File: config.mk
export PLATFORM = sky130hd
export DESIGN_NAME = cpcrc_ctrl
export DESIGN_NICKNAME = d
export VERILOG_FILES = /design/src/pkg/cpcrc_pkg.sv /design/src/cpcrc_ctrl.sv
export SDC_FILE = /design/constraint.sdc
export NUM_CORES = 1
export LEC_CHECK = 0
export ABC_AREA = 1
export BUFFER_PORTS_ARGS = -buffer_cell sky130_fd_sc_hd__buf_2
export CELL_PAD_IN_SITES_DETAIL_PLACEMENT = 0
export CELL_PAD_IN_SITES_GLOBAL_PLACEMENT = 1
export CORE_MARGIN = 2
export CORE_UTILIZATION = 39
export DETAILED_ROUTE_END_ITERATION = 12
export HOLD_SLACK_MARGIN = 0.12
export PLACE_DENSITY_LB_ADDON = 0.1
export SLEW_MARGIN = 20
export SYNTH_ARGS = -nofsm -noshare
export SYNTH_HDL_FRONTEND = slang
export SYNTH_SLANG_ARGS = --single-unit
File: constraint.sdc
create_clock -name clk -period 1.85 [get_ports clk]
set_clock_uncertainty 0.1 [all_clocks]
set_input_delay 0 -clock clk [delete_from_list [all_inputs] [get_ports clk]]
set_output_delay 0 -clock clk [all_outputs]
set_load 0.005 [all_outputs]
File: src/pkg/cpcrc_pkg.sv
// package: constants and types for the power, clock and reset controller
package cpcrc_pkg;
  localparam int ADDR_W = 12;
  localparam int DATA_W = 16;
  localparam int PC_W = 10;
  localparam logic [11:0] OFF_FULL_ON = 12'h009;
  localparam logic [11:0] OFF_DOZE = 12'h00A;
  localparam logic [11:0] OFF_SLEEP = 12'h00B;
  localparam logic [11:0] OFF_SUSPEND = 12'h00C;
  localparam logic [11:0] OFF_PM_INPUT_EN = 12'h110;
  localparam logic [11:0] OFF_PM_CTRL = 12'h120;
  localparam logic [11:0] OFF_STATE_TMR = 12'h121;
  localparam logic [11:0] OFF_STATUS = 12'h122;
  localparam logic [11:0] OFF_CLK_CFG = 12'h123;
  localparam int PM_IN_EN_BIT = 4;
  localparam int CTRL_ISA_RST_BIT = 0;
  localparam int CTRL_AUTO_BIT = 1;
  localparam int CTRL_FORCE_BIT = 2;
  localparam int CFG_SLOW_BIT = 0;
  localparam logic [9:0] PC_RESET_VAL = 10'h3FF;
  localparam logic [7:0] PM_IN_RESET_VAL = 8'h00;
  localparam logic [15:0] TMR_RESET_VAL = 16'h0000;
  localparam int CPU_RST_CYCLES = 16;
  localparam logic [2:0] DIV_FAST = 3'h4;
  localparam logic [2:0] DIV_SLOW = 3'h3;
  // mask of lines that drive board functions; 2,3,4,7 are multiplexed away
  localparam logic [9:0] PC_USED_MASK = 10'h363;
  typedef enum logic [3:0] {
    PS_FULL_ON = 4'h1,
    PS_DOZE = 4'h2,
    PS_SLEEP = 4'h4,
    PS_SUSPEND = 4'h8
  } cpcrc_pstate_t;
  typedef struct packed {
    logic wr;
    logic rd;
    logic [ADDR_W-1:0] addr;
    logic [DATA_W-1:0] wdata;
  } cpcrc_bus_req_t;
  typedef struct packed {
    logic com1_driver_enable;
    logic serial_chip_shutdown_n;
    logic video_osc_enable;
    logic com2_driver_enable;
    logic video_suspend_ctrl;
    logic diag_led_disable_n;
  } cpcrc_board_t;
endpackage

File: src/cpcrc_ctrl.sv
// design: chipset clock gating, reset sequencing and power state control
//
// Added by the designer: the address-and-strobe port.
`timescale 1ns/1ps
`default_nettype none
module cpcrc_ctrl
  import cpcrc_pkg::*;
#(
  parameter int TMR_W = 16
) (
  input wire logic clk,
  input wire logic srst,
  input wire logic power_ok_reset_n,
  input wire logic low_battery,
  input wire logic very_low_battery,
  input wire logic mains_present_input,
  input wire logic wake_event,
  input wire cpcrc_pkg::cpcrc_bus_req_t bus_req,
  output logic [cpcrc_pkg::DATA_W-1:0] rd_data,
  output logic processor_base_clock,
  output logic isa_bus_clock,
  output logic processor_reset_out,
  output logic expansion_bus_reset,
  output logic power_mgmt_interrupt,
  output logic [cpcrc_pkg::PC_W-1:0] power_out,
  output cpcrc_pkg::cpcrc_board_t board_ctrl,
  output logic [2:0] pm_inputs
);
  import cpcrc_pkg::*;

  // elaboration checks: values the logic below cannot serve
  if (TMR_W < 1 || TMR_W > DATA_W) begin : g_bad_tmr_w
    $error("TMR_W out of range");
  end
  if (CPU_RST_CYCLES < 1 || CPU_RST_CYCLES > 31) begin : g_bad_rst
    $error("reset stretch does not fit its counter");
  end
  if (DIV_SLOW < 3'h2 || DIV_FAST < 3'h2) begin : g_bad_div
    $error("bus clock ratio below two");
  end

  // power-ok and battery pins come from outside the clock domain
  logic pok_s1_r;
  logic pok_s2_r;
  logic [2:0] pin_s1_r;
  logic [2:0] pin_s2_r;
  always_ff @(posedge clk) begin
    pok_s1_r <= power_ok_reset_n;
    pok_s2_r <= pok_s1_r;
  end
  // pins sampled as one group: {mains, very low, low}
  always_ff @(posedge clk) begin
    pin_s1_r <= {mains_present_input, very_low_battery, low_battery};
    pin_s2_r <= pin_s1_r;
  end

  // wake pin, level sensitive
  logic wake_s1_r;
  logic wake_s2_r;
  always_ff @(posedge clk) begin
    wake_s1_r <= wake_event;
    wake_s2_r <= wake_s1_r;
  end

  // system reset while power-ok is low; clocks and read data reset on srst alone
  logic sys_rst;
  assign sys_rst = srst | ~pok_s2_r;

  // one power control word per state, indexed by state_idx
  logic [PC_W-1:0] pc_regs_r [4];
  // only the input enable bit has a use
  logic [7:0] pm_in_en_r;
  // {force, auto, isa reset}
  logic [2:0] pm_ctrl_r;
  logic [TMR_W-1:0] tmr_limit_r;
  logic clk_cfg_r;
  cpcrc_pstate_t pstate_r;
  logic [TMR_W-1:0] tmr_r;
  logic irq_r;

  // an illegal state code falls back to the full-on word
  function automatic logic [1:0] state_idx(input cpcrc_pstate_t s);
    unique case (s)
      PS_FULL_ON: begin
        state_idx = 2'd0;
      end
      PS_DOZE: begin
        state_idx = 2'd1;
      end
      PS_SLEEP: begin
        state_idx = 2'd2;
      end
      PS_SUSPEND: begin
        state_idx = 2'd3;
      end
      default: begin
        state_idx = 2'd0;
      end
    endcase
  endfunction

  // register writes
  always_ff @(posedge clk) begin
    if (sys_rst) begin
      for (int i = 0; i < 4; i++) begin
        pc_regs_r[i] <= PC_RESET_VAL;
      end
      pm_in_en_r <= PM_IN_RESET_VAL;
      // isa reset bit comes up set, so bus devices stay in reset
      pm_ctrl_r <= 3'h1;
      tmr_limit_r <= TMR_RESET_VAL[TMR_W-1:0];
      clk_cfg_r <= 1'b0;
    end else begin
      // force is a one-cycle strobe; a write below may set it again
      pm_ctrl_r[CTRL_FORCE_BIT] <= 1'b0;
      if (bus_req.wr) begin
        unique case (bus_req.addr)
          OFF_FULL_ON: begin
            pc_regs_r[0] <= bus_req.wdata[PC_W-1:0];
          end
          OFF_DOZE: begin
            pc_regs_r[1] <= bus_req.wdata[PC_W-1:0];
          end
          OFF_SLEEP: begin
            pc_regs_r[2] <= bus_req.wdata[PC_W-1:0];
          end
          OFF_SUSPEND: begin
            pc_regs_r[3] <= bus_req.wdata[PC_W-1:0];
          end
          OFF_PM_INPUT_EN: begin
            pm_in_en_r <= bus_req.wdata[7:0];
          end
          OFF_PM_CTRL: begin
            pm_ctrl_r <= bus_req.wdata[2:0];
          end
          OFF_STATE_TMR: begin
            tmr_limit_r <= bus_req.wdata[TMR_W-1:0];
          end
          OFF_CLK_CFG: begin
            clk_cfg_r <= bus_req.wdata[CFG_SLOW_BIT];
          end
          default: begin
          end
        endcase
      end
    end
  end

  // read data one cycle after the strobe, zero for unmapped offsets
  logic [DATA_W-1:0] rd_nxt;
  always_comb begin
    rd_nxt = '0;
    unique case (bus_req.addr)
      OFF_FULL_ON: begin
        rd_nxt[PC_W-1:0] = pc_regs_r[0];
      end
      OFF_DOZE: begin
        rd_nxt[PC_W-1:0] = pc_regs_r[1];
      end
      OFF_SLEEP: begin
        rd_nxt[PC_W-1:0] = pc_regs_r[2];
      end
      OFF_SUSPEND: begin
        rd_nxt[PC_W-1:0] = pc_regs_r[3];
      end
      OFF_PM_INPUT_EN: begin
        rd_nxt[7:0] = pm_in_en_r;
      end
      OFF_PM_CTRL: begin
        rd_nxt[2:0] = pm_ctrl_r;
      end
      OFF_STATE_TMR: begin
        rd_nxt[TMR_W-1:0] = tmr_limit_r;
      end
      OFF_STATUS: begin
        // pins [8:6], irq [5], one-hot state [4:1]
        rd_nxt[8:0] = {pin_s2_r, irq_r, pstate_r, 1'b0};
      end
      OFF_CLK_CFG: begin
        rd_nxt[0] = clk_cfg_r;
      end
      default: begin
        rd_nxt = '0;
      end
    endcase
  end
  // zero between reads keeps the read path quiet
  always_ff @(posedge clk) begin
    if (srst) begin
      rd_data <= '0;
    end else if (bus_req.rd) begin
      rd_data <= rd_nxt;
    end else begin
      rd_data <= '0;
    end
  end

  // a status read clears the interrupt
  logic irq_clr;
  assign irq_clr = bus_req.rd && bus_req.addr == OFF_STATUS;

  // state timer; limit zero disables it
  logic tmr_hit;
  assign tmr_hit = tmr_limit_r != '0 && tmr_r == tmr_limit_r;
  // full-on only counts with auto advance; wake restarts the count
  always_ff @(posedge clk) begin
    if (sys_rst || wake_s2_r || tmr_hit) begin
      tmr_r <= '0;
    end else if (pstate_r != PS_FULL_ON) begin
      tmr_r <= tmr_r + 1'b1;
    end else if (pm_ctrl_r[CTRL_AUTO_BIT]) begin
      tmr_r <= tmr_r + 1'b1;
    end else begin
      tmr_r <= '0;
    end
  end

  // suspend holds; only wake or reset leaves it
  function automatic cpcrc_pstate_t next_state(input cpcrc_pstate_t s);
    unique case (s)
      PS_FULL_ON: begin
        next_state = PS_DOZE;
      end
      PS_DOZE: begin
        next_state = PS_SLEEP;
      end
      PS_SLEEP: begin
        next_state = PS_SUSPEND;
      end
      PS_SUSPEND: begin
        next_state = PS_SUSPEND;
      end
      default: begin
        next_state = PS_FULL_ON;
      end
    endcase
  endfunction

  always_ff @(posedge clk) begin
    if (sys_rst || wake_s2_r) begin
      pstate_r <= PS_FULL_ON;
    end else if (pm_ctrl_r[CTRL_FORCE_BIT]) begin
      pstate_r <= next_state(pstate_r);
    end else if (tmr_hit && pm_ctrl_r[CTRL_AUTO_BIT]) begin
      pstate_r <= next_state(pstate_r);
    end
  end

  // expiry without auto-advance raises the interrupt; set wins over clear
  always_ff @(posedge clk) begin
    if (sys_rst) begin
      irq_r <= 1'b0;
    end else if (tmr_hit && !pm_ctrl_r[CTRL_AUTO_BIT]) begin
      irq_r <= 1'b1;
    end else if (irq_clr) begin
      irq_r <= 1'b0;
    end
  end
  assign power_mgmt_interrupt = irq_r;

  // processor reset stretched a fixed count past power-ok release
  logic [4:0] rst_cnt_r;
  logic rst_done;
  assign rst_done = rst_cnt_r == 5'(CPU_RST_CYCLES);
  always_ff @(posedge clk) begin
    if (sys_rst) begin
      rst_cnt_r <= '0;
    end else if (!rst_done) begin
      rst_cnt_r <= rst_cnt_r + 1'b1;
    end
  end
  // counter saturates, so the reset never comes back on its own
  always_ff @(posedge clk) begin
    processor_reset_out <= sys_rst || !rst_done;
  end
  // bus devices see the system reset as well as the register bit
  always_ff @(posedge clk) begin
    expansion_bus_reset <= sys_rst || pm_ctrl_r[CTRL_ISA_RST_BIT];
  end

  // gated processor clock: divide-by-two toggle, parked low in suspend
  logic cpu_clk_r;
  always_ff @(posedge clk) begin
    if (srst || pstate_r == PS_SUSPEND) begin
      cpu_clk_r <= 1'b0;
    end else begin
      cpu_clk_r <= ~cpu_clk_r;
    end
  end
  // a flop output, so the gate cannot glitch on a state change
  assign processor_base_clock = cpu_clk_r;

  // bus clock divider; ratio latched only at wrap so no short pulse
  logic [2:0] div_cnt_r;
  logic [2:0] div_ratio_r;
  logic [2:0] ratio_sel;
  logic div_wrap;
  assign ratio_sel = clk_cfg_r ? DIV_SLOW : DIV_FAST;
  assign div_wrap = div_cnt_r == div_ratio_r - 3'h1;
  always_ff @(posedge clk) begin
    if (srst) begin
      div_cnt_r <= '0;
    end else if (div_wrap) begin
      div_cnt_r <= '0;
    end else begin
      div_cnt_r <= div_cnt_r + 3'h1;
    end
  end
  // a new ratio only ever starts a fresh period
  always_ff @(posedge clk) begin
    if (srst) begin
      div_ratio_r <= DIV_FAST;
    end else if (div_wrap) begin
      div_ratio_r <= ratio_sel;
    end
  end
  // high for the first half of the period, the shorter half when odd
  always_ff @(posedge clk) begin
    if (srst) begin
      isa_bus_clock <= 1'b0;
    end else begin
      isa_bus_clock <= div_cnt_r < (div_ratio_r >> 1);
    end
  end

  // active state's register drives the lines; unused lines held low
  logic [1:0] st_idx;
  assign st_idx = state_idx(pstate_r);
  always_ff @(posedge clk) begin
    if (sys_rst) begin
      power_out <= PC_RESET_VAL & PC_USED_MASK;
    end else begin
      power_out <= pc_regs_r[st_idx] & PC_USED_MASK;
    end
  end
  // board pins are plain copies; level meaning is set by software
  always_comb begin
    board_ctrl.com1_driver_enable = power_out[0];
    board_ctrl.serial_chip_shutdown_n = power_out[1];
    board_ctrl.video_osc_enable = power_out[5];
    board_ctrl.com2_driver_enable = power_out[6];
    board_ctrl.video_suspend_ctrl = power_out[8];
    board_ctrl.diag_led_disable_n = power_out[9];
  end

  // battery and mains reach the manager only when enabled
  always_ff @(posedge clk) begin
    if (sys_rst) begin
      pm_inputs <= '0;
    end else if (pm_in_en_r[PM_IN_EN_BIT]) begin
      pm_inputs <= pin_s2_r;
    end else begin
      pm_inputs <= 3'h0;
    end
  end
endmodule
`default_nettype wire

-- After elaboration in Yosys (flattened, before gate mapping)
Memory sizes are Yosys's and may differ from the RTL's. A register that Yosys moved wholly into a read port is not among the register bits.
Cells that the tools add are included.
- reduce and logical (&&, ||, !) cells: 24
- bitwise gates (word level): 12
- muxes and demuxes: 36
- eq/ne operators: 17
- add/sub/neg operators: 4
- $lt $le $gt $ge: 1
- operator list (kind ; count):
    $eq A12 B9 Y1 const B ; 5
    $eq A12 B4 Y1 const B ; 4
    $mux W10 ; 4
    $pmux W5 S7 ; 1
    $mux W16 ; 2
    $mux W1 ; 20
    $add A16 B1 Y16 const B ; 1
    $eq A16 B16 Y1 ; 1
    $pmux W2 S8 ; 1
    $reduce_bool A16 Y1 ; 1
    $pmux W4 S3 ; 1
    $mux W4 ; 2
    $pmux W1 S8 ; 1
    $reduce_and A2 Y1 ; 4
    $reduce_or A2 Y1 ; 4
    $not A1 Y1 ; 7
    $pmux W1 S6 ; 1
    $pmux W2 S3 ; 1
    $reduce_or A3 Y1 ; 2
    $add A5 B1 Y5 const B ; 1
    $eq A5 B5 Y1 const B ; 1
    $logic_or A1 B1 Y1 ; 5
    $or A1 B1 Y1 ; 5
    $pmux W1 S5 ; 1
    other kinds (13) ; 18
- input port bits: 37
- output and inout bits: 40
- bits in writable memories: 40
- memories kept: 1
- logic and storage cells: 120
- bits in registers: 97
- memory list (name ; depth ; width ; rd ports ; clocked after memory_dff ; write ports ; line ; RTL):
    pc_regs_r ; 4 ; 10 ; 5 ; 1 ; 4 ; cpcrc_ctrl.sv:70 ; logic [PC_W-1:0] pc_regs_r [4];

-- Longest topological paths before layout
Gate-level depths: netlist of run 1.
- word-level depth: 6
- depth in mapped cells: 12

-- Worst setup path after synthesis of run 1
Ideal clock, no wire load.
- kind: input -> register
- from: in bus_req[23] (netlist bit)
- to: mem pc_regs_r[3][0] (enable)
- setup slack: 0.068 ns
- required time: 1.359 ns
- setup time: 0.391 ns
- path buffers: 0
- data arrival time: 1.291 ns
- cell stages on the path: 5
- path through: nor2_2 > nand3_1 > nor2_4 > nand2_1 > o21ai_0
- RTL lines (element ; line ; RTL):
    from (decl) ; cpcrc_ctrl.sv:18 ; input wire cpcrc_pkg::cpcrc_bus_req_t bus_req,
    to (decl) ; cpcrc_ctrl.sv:70 ;

-- Final worst setup path of run 1
- from: in bus_req[20] (netlist bit)
- to: reg pm_in_en_r[0]
- longest elaborated chain between the ends: 2
- RTL lines (element ; line ; RTL):
    $eq A12 B9 Y1 ; cpcrc_ctrl.sv:117 ; unique case (bus_req.addr)
    $reduce_and A2 Y1 (no source line) ; n/a ;
    to (signal assigned) ; cpcrc_ctrl.sv:131 ; pm_in_en_r <= bus_req.wdata[7:0];
    to (decl) ; cpcrc_ctrl.sv:72 ; logic [7:0] pm_in_en_r;
No other way between the ends.
A chain may end at the register's enable or synchronous reset.

==> results of run 1 <==
==> routing by layer <==
layer,vias up,part of all wire (%)
met3,23,5.1
met5,-,0
met1,2473,43
li1,2678,-
met2,131,50
met4,0,1.9
==> tightest hold or removal path, cell delays in order <==
cell and delay, ps:
buf_2 120, nand2_1 90, nor2_1 80, buf_4 180, nand3_1 90, a31oi_1 70
==> cells in the final DEF (no fill, tap or decap), types with 3 or more instances in the layout <==
| cell type | instances |
|---|---|
| nand2_2 | 3 |
| a21oi_1 | 20 |
| nor2_2 | 6 |
| o21ai_0 | 35 |
| clkinv_4 | 4 |
| nand3_1 | 50 |
| nand3_2 | 7 |
| clkinv_2 | 5 |
| nor3_1 | 6 |
| dlygate4sd3_1 | 46 |
| clkbuf_16 | 19 |
| ha_1 | 5 |
| nand4_1 | 8 |
| buf_4 | 29 |
| a211oi_1 | 8 |
| o221ai_1 | 6 |
| edfxtp_1 | 40 |
| xnor2_1 | 15 |
| nor3_2 | 4 |
| a31oi_1 | 3 |
| inv_2 | 4 |
| nor2_1 | 97 |
| nand2_4 | 3 |
| o21ai_1 | 16 |
| nand2_1 | 149 |
| o21a_1 | 3 |
| inv_1 | 93 |
| dfxtp_1 | 96 |
| xor2_1 | 12 |
| conb_1 | 4 |
| o22ai_1 | 4 |
| buf_2 | 72 |
| nor2_4 | 4 |
==> power by group <==
group          switching [mW]  leakage, nW  internal [mW]
logic                   0.170         1.88          0.124
registers              0.0126         1.09           3.13
clock network            1.32        0.295           2.01
==> what timing repair did <==
item                       4_1_cts  5_1_grt
hold endpoints to repair        87        1
gates resized for setup          0        8
setup endpoints to repair        0       12
buffers inserted                 0        4
hold buffers                    46        1
==> final cells by class <==
type,instances,area [sq um],area share (%)
Clock buffer,19,475,5.99
Clock inverter,13,115,1.45
Inverter,97,364,4.59
Multi-Input combinational cell,480,2500,31.5
Sequential cell,138,3170,39.9
Tap cell,211,264,3.33
Timing Repair Buffer,148,1050,13.3
==> path summary, 6_finish.rpt <==
| check | from | endpoint | slack, ps | cells after the start |
|---|---|---|---|---|
| setup / recovery | bus_req[20] | pm_in_en_r[0]$_SDFFE_PP0P_ | 80 | 7 |
| hold / removal | bus_req[16] | rd_data[9]$_SDFF_PP0_ | 160 | 6 |
| setup reg to reg | pstate_r[3]$_SDFFE_PP0P_ | power_out[6]$_SDFF_PP1_ | 200 | 6 |
| hold reg to reg | pok_s1_r$_DFF_P_ | pok_s2_r$_DFF_P_ | 230 | 0 |
==> sequential cells by signal (all words and copies together), names as in the netlist, 2 cells and up <==
signal / count
pm_in_en_r: 8
power_out: 6
rd_data: 16
pc_regs_r: 40
div_cnt_r: 3
pin_s2_r: 3
tmr_limit_r: 16
pin_s1_r: 3
div_ratio_r: 2
rst_cnt_r: 5
pm_ctrl_r: 3
tmr_r: 16
pm_inputs: 3
pstate_r: 4
==> logic make-up (layout without fill, tap and decap cells) <==
family / Yosys count / after routing / share of synthesized area, %
xor gates and xnor gates: 27 / 27 / 3.84
adders and majority gates: 6 / 6 / 1.22
buffers and inverters: 125 / 277 / 8.73
AOI/OAI and AO/OA: 98 / 98 / 9.36
DFF: 138 / 138 / 51.3
and+or+nand+nor: 345 / 345 / 25.4
other: 1 / 4 / 0.0609
==> impl_metrics.toml, run 1 <==
[run_status]
status = "finished clean"

[global_route]
antenna_found_initial = 0
grt_max_degree = 20
grt.overflow.total = 0
use_met3_pct = 5.28
grt_util_all_layers_pct = 20.9
first_global_vias = 5152
grt_pass1_wl_microns = 26300
use_met2_pct = 35.4
grt.busiest_layer = "met2"
grtUsageMet1_pct = 25.6

[critical_path]
critPathArrivalTime_ps = 2000
path_delay_family = "buffers and inverters"
path_class = "input pin to flip-flop"
cp_slowest_stage_delay_ps = 640
endpoint_kind = "flip-flop"
cp-start-kind = "input pin"
cp_max_fo = 16
worst-path-buf-inv = 3
cpMostUsedCell = "dlygate4sd3_1"
crit_chain = "dlygate4sd3_1, buf_2, nand3_1, nor2_1, nand3_4, dlygate4sd3_1, a211oi_1"
critPathSlowestCell = "dlygate4sd3_1"
critPathRequiredTime_ps = 2090

[logic_synthesis]
synth_edf_count = 40
synthTopCellsByArea = "dfxtp_1 (32%), edfxtp_1 (19%), nand2_1 (9.1%)"
ys_async_sr_fraction_pct = 0
synthDistinctLibCells = 41
synthDominantCellAreaShare_pct = 31.8
synthFlopType = "dfxtp_1"
synth_area_sq_mm = 0.00616
synth.most_common_cell = "nand2_1"
syn_area_per_cell_sq_um = 8.33
seq_area_frac_synth_pct = 51.3
synth_seq_cells = 138
ys_top_cells_by_count = "nand2_1 (149), dfxtp_1 (98), nor2_1 (97)"
yosysWarnings = 0
netlist_instances = 740
post-synth-top-area-cell = "dfxtp_1"

[placement]
place_ws_ps = 94.4
dp_hpwl_microns = 12000
place_congestion = 0.808
dp.cells = 1023
numPortBuffers = 72
place_area_sq_mm = 0.00681

[clocking]
clkTransAtPathRegs_ps = 60
clockBufferDepth = 2
htree_levels = 4
clk_latency_ps = 420
cts-buffers-inserted = 17
cts-root-buf = "clkbuf_16"
cts_tree = "built"
cts_sinks = 138

[timing]
min_period_ps = 1770
finalSetupTns_ps = 0
worst_slew_pin_slew_ps = 504
hold_viol = 0
fmax_ghz = 0.566
fin_crit_sh_pct = 95.5
setup_viol = 0
fin_ws_ps = 83.4
slew_violations = 0
whs_ps = 162
max-slew-margin-rel_pct = 66.4

[die]
num_rows = 45
start_util_pct = 40.2
io_pins = 77
core_sq_mm = 0.0153
die-area_sq_mm = 0.0168
die_h_microns = 130
die_w_microns = 130

[route]
viasPerCell = 4.80
drt_iter0_markers = 344
drc = 0
wl_per_cell_microns = 15.0
first_pass_iters = 5
ant_nets = 0
vias = 5305
routed_wl_microns = 16500

[pwr]
power_density_mw_per_mm2 = 853
p_leak_nw = 3.27
vdd.ir_drop.worst_mv = 0.686
power_mw = 6.77

[finish]
area_growth_pct = 28.7
final_core_utilization_pct = 51.8
final_layout_size_suffix_gt1_share_pct = 19.4
fillers = 1498
diodes = 0
final_cell_area_sq_mm = 0.00793
layout.cells.non_filler = 1106
nNetsFinal = 925

[job]
cap_violations = 0

[hold_path]
hp-class = "input pin to flip-flop"
Note: power is estimated with default switching activity, not from simulation.
==> run 2: changes to the inputs <==
--- a/config.mk
+++ b/config.mk
@@ -9,11 +9,11 @@
 export BUFFER_PORTS_ARGS = -buffer_cell sky130_fd_sc_hd__buf_2
 export CELL_PAD_IN_SITES_DETAIL_PLACEMENT = 0
 export CELL_PAD_IN_SITES_GLOBAL_PLACEMENT = 1
-export CORE_MARGIN = 2
-export CORE_UTILIZATION = 39
+export CORE_UTILIZATION = 42
 export DETAILED_ROUTE_END_ITERATION = 12
 export HOLD_SLACK_MARGIN = 0.12
 export PLACE_DENSITY_LB_ADDON = 0.1
+export REMOVE_ABC_BUFFERS = 1
 export SLEW_MARGIN = 20
 export SYNTH_ARGS = -nofsm -noshare
 export SYNTH_HDL_FRONTEND = slang
==> constraint.sdc (replaced) <==
create_clock -name clk -period 2 [get_ports clk]
set_clock_uncertainty 0.1 [all_clocks]
set_input_delay 0 -clock clk [delete_from_list [all_inputs] [get_ports clk]]
set_output_delay 0 -clock clk [all_outputs]
set_load 0.005 [all_outputs]
==> run 2 against run 1 <==
Core utilization rose by 4.2 points. Worst hold slack got worse by 48 ps. Clock power fell by 13%. Final area fell by 0.52%. Critical endpoint is now pm_in_en_r[3]$_SDFFE_PP0P_. Non-clock buffer count fell by 5. Flip-flop and latch count did not move. Count of clock-buffer cells in the layout rose by 2. Total power fell by 9.9%. Critical path type unchanged.
==> impl_metrics.toml, run 2 (synthesized netlist as in run 1, its figures left out) <==
[clocking]
cts-buffers-inserted = 17
cts_tree = "built"
clkTransAtPathRegs_ps = 60
clk_latency_ps = 420
htree_levels = 4
clockBufferDepth = 2
cts_sinks = 138
cts-root-buf = "clkbuf_16"

[timing]
setup_viol = 0
fmax_ghz = 0.524
finalSetupTns_ps = 0
fin_crit_sh_pct = 95.5
slew_violations = 0
hold_viol = 0
max-slew-margin-rel_pct = 64.9
rsz0062_at_grt = "true"
min_period_ps = 1910
fin_ws_ps = 90.1
worst_slew_pin_slew_ps = 527

[finish]
final_layout_size_suffix_gt1_share_pct = 19.5
final_common_cell = "nand2_1"
layout_common_cells = "nand2_1 (148), dfxtp_1 (98), nor2_1 (93)"
regMostFlops = "pc_regs_r"
diodes = 0
nNetsFinal = 921
layout.cells.non_filler = 1071
largest_register_ffs = 40
area_growth_pct = 28.1

[pwr]
p_seq_share_pct = 47.6
p_clk_share_pct = 47.7
power_density_mw_per_mm2 = 773
p_switching_mw = 1.41
vdd.ir_drop.worst_mv = 0.580
p_comb_share_pct = 4.6
switching_share_pct = 23.1
p_int_mw = 4.69
p_leak_nw = 3.21

[critical_path]
critPathArrivalTime_ps = 2110
cp_slowest_stage_delay_ps = 600
critPathRequiredTime_ps = 2200
endpoint_kind = "flip-flop"
path_class = "input pin to flip-flop"
r2r_slack_ps = 260
critPathSlowestCell = "dlygate4sd3_1"
cpMostUsedCell = "dlygate4sd3_1"
crit_chain = "buf_2, nor2_1, dlygate4sd3_1, nand3_2, nor2_4, nand3_4, nor2_2, a211oi_2, dlygate4sd3_1"
cp-start-kind = "input pin"
cp_max_fo = 8
path_delay_family = "buffers and inverters"
worst-path-buf-inv = 3

[die]
start_util_pct = 43.7
num_rows = 43
io_pins = 77
die_w_microns = 123
die-area_sq_mm = 0.0152
die_h_microns = 123
core_sq_mm = 0.0141

[route]
vias = 5326
drc = 0
ant_nets = 0
first_pass_iters = 5
wl_per_cell_microns = 15.4
viasPerCell = 4.97
routed_wl_microns = 16500
drt_iter0_markers = 340

[placement]
numPortBuffers = 72
place_ws_ps = 258
dp.cells = 987
dp_hpwl_microns = 11500
place_congestion = 0.837

[global_route]
grt_max_degree = 27
grt_util_all_layers_pct = 23.0
grt_pass1_wl_microns = 25700
antenna_found_initial = 0
grt.overflow.total = 0
first_global_vias = 5062

[hold_path]
hp-class = "input pin to flip-flop"

[run_status]
status = "finished clean"

[job]
cap_violations = 0
## run 2: final timing paths
path,from,to,cells after the start
worst min register to register,pin_s1_r[0]$_DFF_P_,pin_s2_r[0]$_DFF_P_,0
worst max register to register,pok_s2_r$_DFF_P_,pm_in_en_r[3]$_SDFFE_PP0P_,4
worst max-delay path,bus_req[19],pm_in_en_r[3]$_SDFFE_PP0P_,9
worst min-delay path,bus_req[20],pm_in_en_r[0]$_SDFFE_PP0P_,6
## run 2: per-layer routing
metal	vias up	track usage (%)	share of wire [%]
met4	0	9.71	2.0
met3	21	4.20	5.8
li1	2665	-	-
met1	2478	30.7	47
met5	-	0	0
met2	162	36.6	46
## run 2: metrics by stage
| stage | hold slack [ps] | area, sq um | total power [mW] | util (%) |
|---|---|---|---|---|
| detailed placement | 4.40 | 6750 | 3.18 | 47.9 |
| global placement | 1.94 | 6750 | 3.18 | 47.9 |
| finish | 114 | 7890 | 6.10 | 56.0 |
| floorplan | -72.3 | 6000 | 3.07 | - |
| CTS | 145 | 7790 | 6.15 | 55.2 |
| global route | 128 | 7890 | 6.32 | 56.0 |
## run 2: area by class of cell
class                      count  area, sq um
multi-input combinational    481         2550
tap                          180          225
inverter                      97          364
timing repair buffer         143         1030
clock buffer                  21          462
fill                        1315         6210
clock inverter                11         87.6
sequential                   138         3160
## run 2: power by group through the flow
stage | Clock, mW | Sequential (mW) | Combinational, mW
6_report | 2.91 | 2.91 | 0.281
3_5_place_dp | 0 | 2.97 | 0.214
3_3_place_gp | 0 | 2.97 | 0.209
4_1_cts | 2.97 | 2.91 | 0.272
5_1_grt | 3.10 | 2.91 | 0.307
2_1_floorplan | 0 | 2.97 | 0.0996
## run 2: tightest hold or removal path, stage by stage
cell	delay, ps
buf_2	110
nand3_2	80
nor2_4	60
nand3_4	140
buf_4	130
a211oi_1	50
## run 2: what timing repair did
item / CTS / global route
setup endpoints to repair: 0 / 14
gates resized for setup: 0 / 19
hold buffers: 49 / 0
endpoints found under the hold margin: 87 / 0
setup buffers: 0 / 2
==> run 3: changes to the inputs <==
--- a/config.mk
+++ b/config.mk
@@ -12,6 +12,7 @@
 export CORE_UTILIZATION = 42
 export DETAILED_ROUTE_END_ITERATION = 12
 export HOLD_SLACK_MARGIN = 0.12
+export MAX_ROUTING_LAYER = met4
 export PLACE_DENSITY_LB_ADDON = 0.1
 export REMOVE_ABC_BUFFERS = 1
 export SLEW_MARGIN = 20
==> run 3 against run 2 <==
Worst hold slack got worse by 4.4 ps. Combinational power shrank 1%. Critical path depth decreased by 1. Count of clock-buffer cells in the layout unchanged. Sequential power barely moved. Clock power is essentially flat. Flip-flop and latch count did not move. Fmax decreased by 1.7%. Critical path type unchanged. Via count grew 0.36%. Final area is 0.57% lower. Global-route usage up 0.65 points.
==> impl_metrics.toml, run 3 (synthesized netlist as in run 1, its figures left out) <==
[die]
core_sq_mm = 0.0141
die_h_microns = 123
num_rows = 43
start_util_pct = 43.7
die_w_microns = 123
io_pins = 77
die-area_sq_mm = 0.0152

[route]
vias = 5345
drt_iter0_markers = 380
first_pass_iters = 4
wl_per_cell_microns = 15.3
ant_nets = 0
viasPerCell = 5.00
routed_wl_microns = 16400
drc = 0

[global_route]
grt.overflow.total = 0
grt_pass1_wl_microns = 25700
first_global_vias = 5065
grt_util_all_layers_pct = 23.6
antenna_found_initial = 0
use_met2_pct = 36.6
use_met3_pct = 4.15
grt_max_degree = 27
grtUsageMet1_pct = 30.7
grt.busiest_layer = "met2"

[finish]
layout.cells.non_filler = 1070
diodes = 0
final_core_utilization_pct = 55.7
regMostFlops = "pc_regs_r"
nNetsFinal = 920
area_growth_pct = 27.3
fillers = 1318
largest_register_ffs = 40
final_common_cell = "nand2_1"
final_layout_size_suffix_gt1_share_pct = 18.8
layout_common_cells = "nand2_1 (148), dfxtp_1 (98), nor2_1 (96)"
seqCellArea_sq_mm = 0.00316
multiInputGateArea_sq_mm = 0.00252
final_cell_area_sq_mm = 0.00785

[clocking]
cts_sinks = 138
cts_tree = "built"
cts-buffers-inserted = 17
htree_levels = 4
clkTransAtPathRegs_ps = 60
clk_latency_ps = 420
clockBufferDepth = 2
cts-root-buf = "clkbuf_16"

[job]
cap_violations = 0

[critical_path]
path_class = "input pin to flip-flop"
cp_max_fo = 8
critPathRequiredTime_ps = 2250
endpoint_kind = "flip-flop"
critPathArrivalTime_ps = 2200
cp-start-kind = "input pin"

[pwr]
p_comb_share_pct = 4.5
power_mw = 6.09
switching_share_pct = 23.0
power_density_mw_per_mm2 = 776
p_switching_mw = 1.40
vdd.ir_drop.worst_mv = 0.581
p_clk_share_pct = 47.7
p_int_mw = 4.69
p_leak_nw = 3.18
p_seq_share_pct = 47.7

[placement]
place_ws_ps = 258
dp_hpwl_microns = 11500
place_area_sq_mm = 0.00675
place_congestion = 0.850
dp.cells = 987
numPortBuffers = 72

[timing]
fin_ws_ps = 56.2
worst_slew_pin_slew_ps = 528
fin_crit_sh_pct = 97.2
hold_viol = 0
whs_ps = 109
rsz0062_at_grt = "true"
slew_violations = 0
min_period_ps = 1940
setup_viol = 0
finalSetupTns_ps = 0
max-slew-margin-rel_pct = 64.8
fmax_ghz = 0.514

[hold_path]
hp-class = "input pin to flip-flop"

[run_status]
status = "finished clean"
==> run 3: worst max-delay path: stages <==
cell,delay (ps)
dlygate4sd3_1,530
buf_2,120
nor2_2,150
nand3_2,110
nor2_4,230
nand3_4,180
a211oi_1,280
dlygate4sd3_1,590
==> run 3: layer usage <==
metal	share of wire, %	vias to the layer above
met4	2.1	0
met3	5.5	22
met1	47	2508
met5	0	-
met2	45	154
li1	-	2661
==> run 3: cell type report <==
cell class / count / share of cell area [%]
clock buffer: 21 / 5.89
timing repair buffer: 142 / 13.0
multi-input combinational: 481 / 32.1
tap: 180 / 2.87
clock inverter: 11 / 1.12
inverter: 97 / 4.64
sequential: 138 / 40.3
==> run 3: worst paths after layout <==
kind                                     startpoint                          to  slack (ps)  cells after the start
worst max register to register     pok_s2_r$_DFF_P_  pm_in_en_r[3]$_SDFFE_PP0P_         210                      4
worst min-delay path                    bus_req[20]  pm_in_en_r[0]$_SDFFE_PP0P_         110                      6
worst max-delay path                    bus_req[22]  pm_in_en_r[3]$_SDFFE_PP0P_          60                      8
worst min register to register  pin_s1_r[0]$_DFF_P_         pin_s2_r[0]$_DFF_P_         230                      0
==> run 3: power groups by stage <==
stage	logic (mW)	clock network [mW]	registers [mW]
3_3_place_gp	0.209	0	2.97
3_5_place_dp	0.214	0	2.97
6_report	0.277	2.90	2.91
4_1_cts	0.272	2.97	2.91
5_1_grt	0.303	3.10	2.91
2_1_floorplan	0.0996	0	2.97
==> run 3: repair_timing <==
| item | in CTS | in global routing |
|---|---|---|
| gates resized for setup | 0 | 10 |
| endpoints found under the hold margin | 87 | 0 |
| buffers inserted | 0 | 2 |
| setup endpoints to repair | 0 | 14 |
| hold buffers | 49 | 0 |
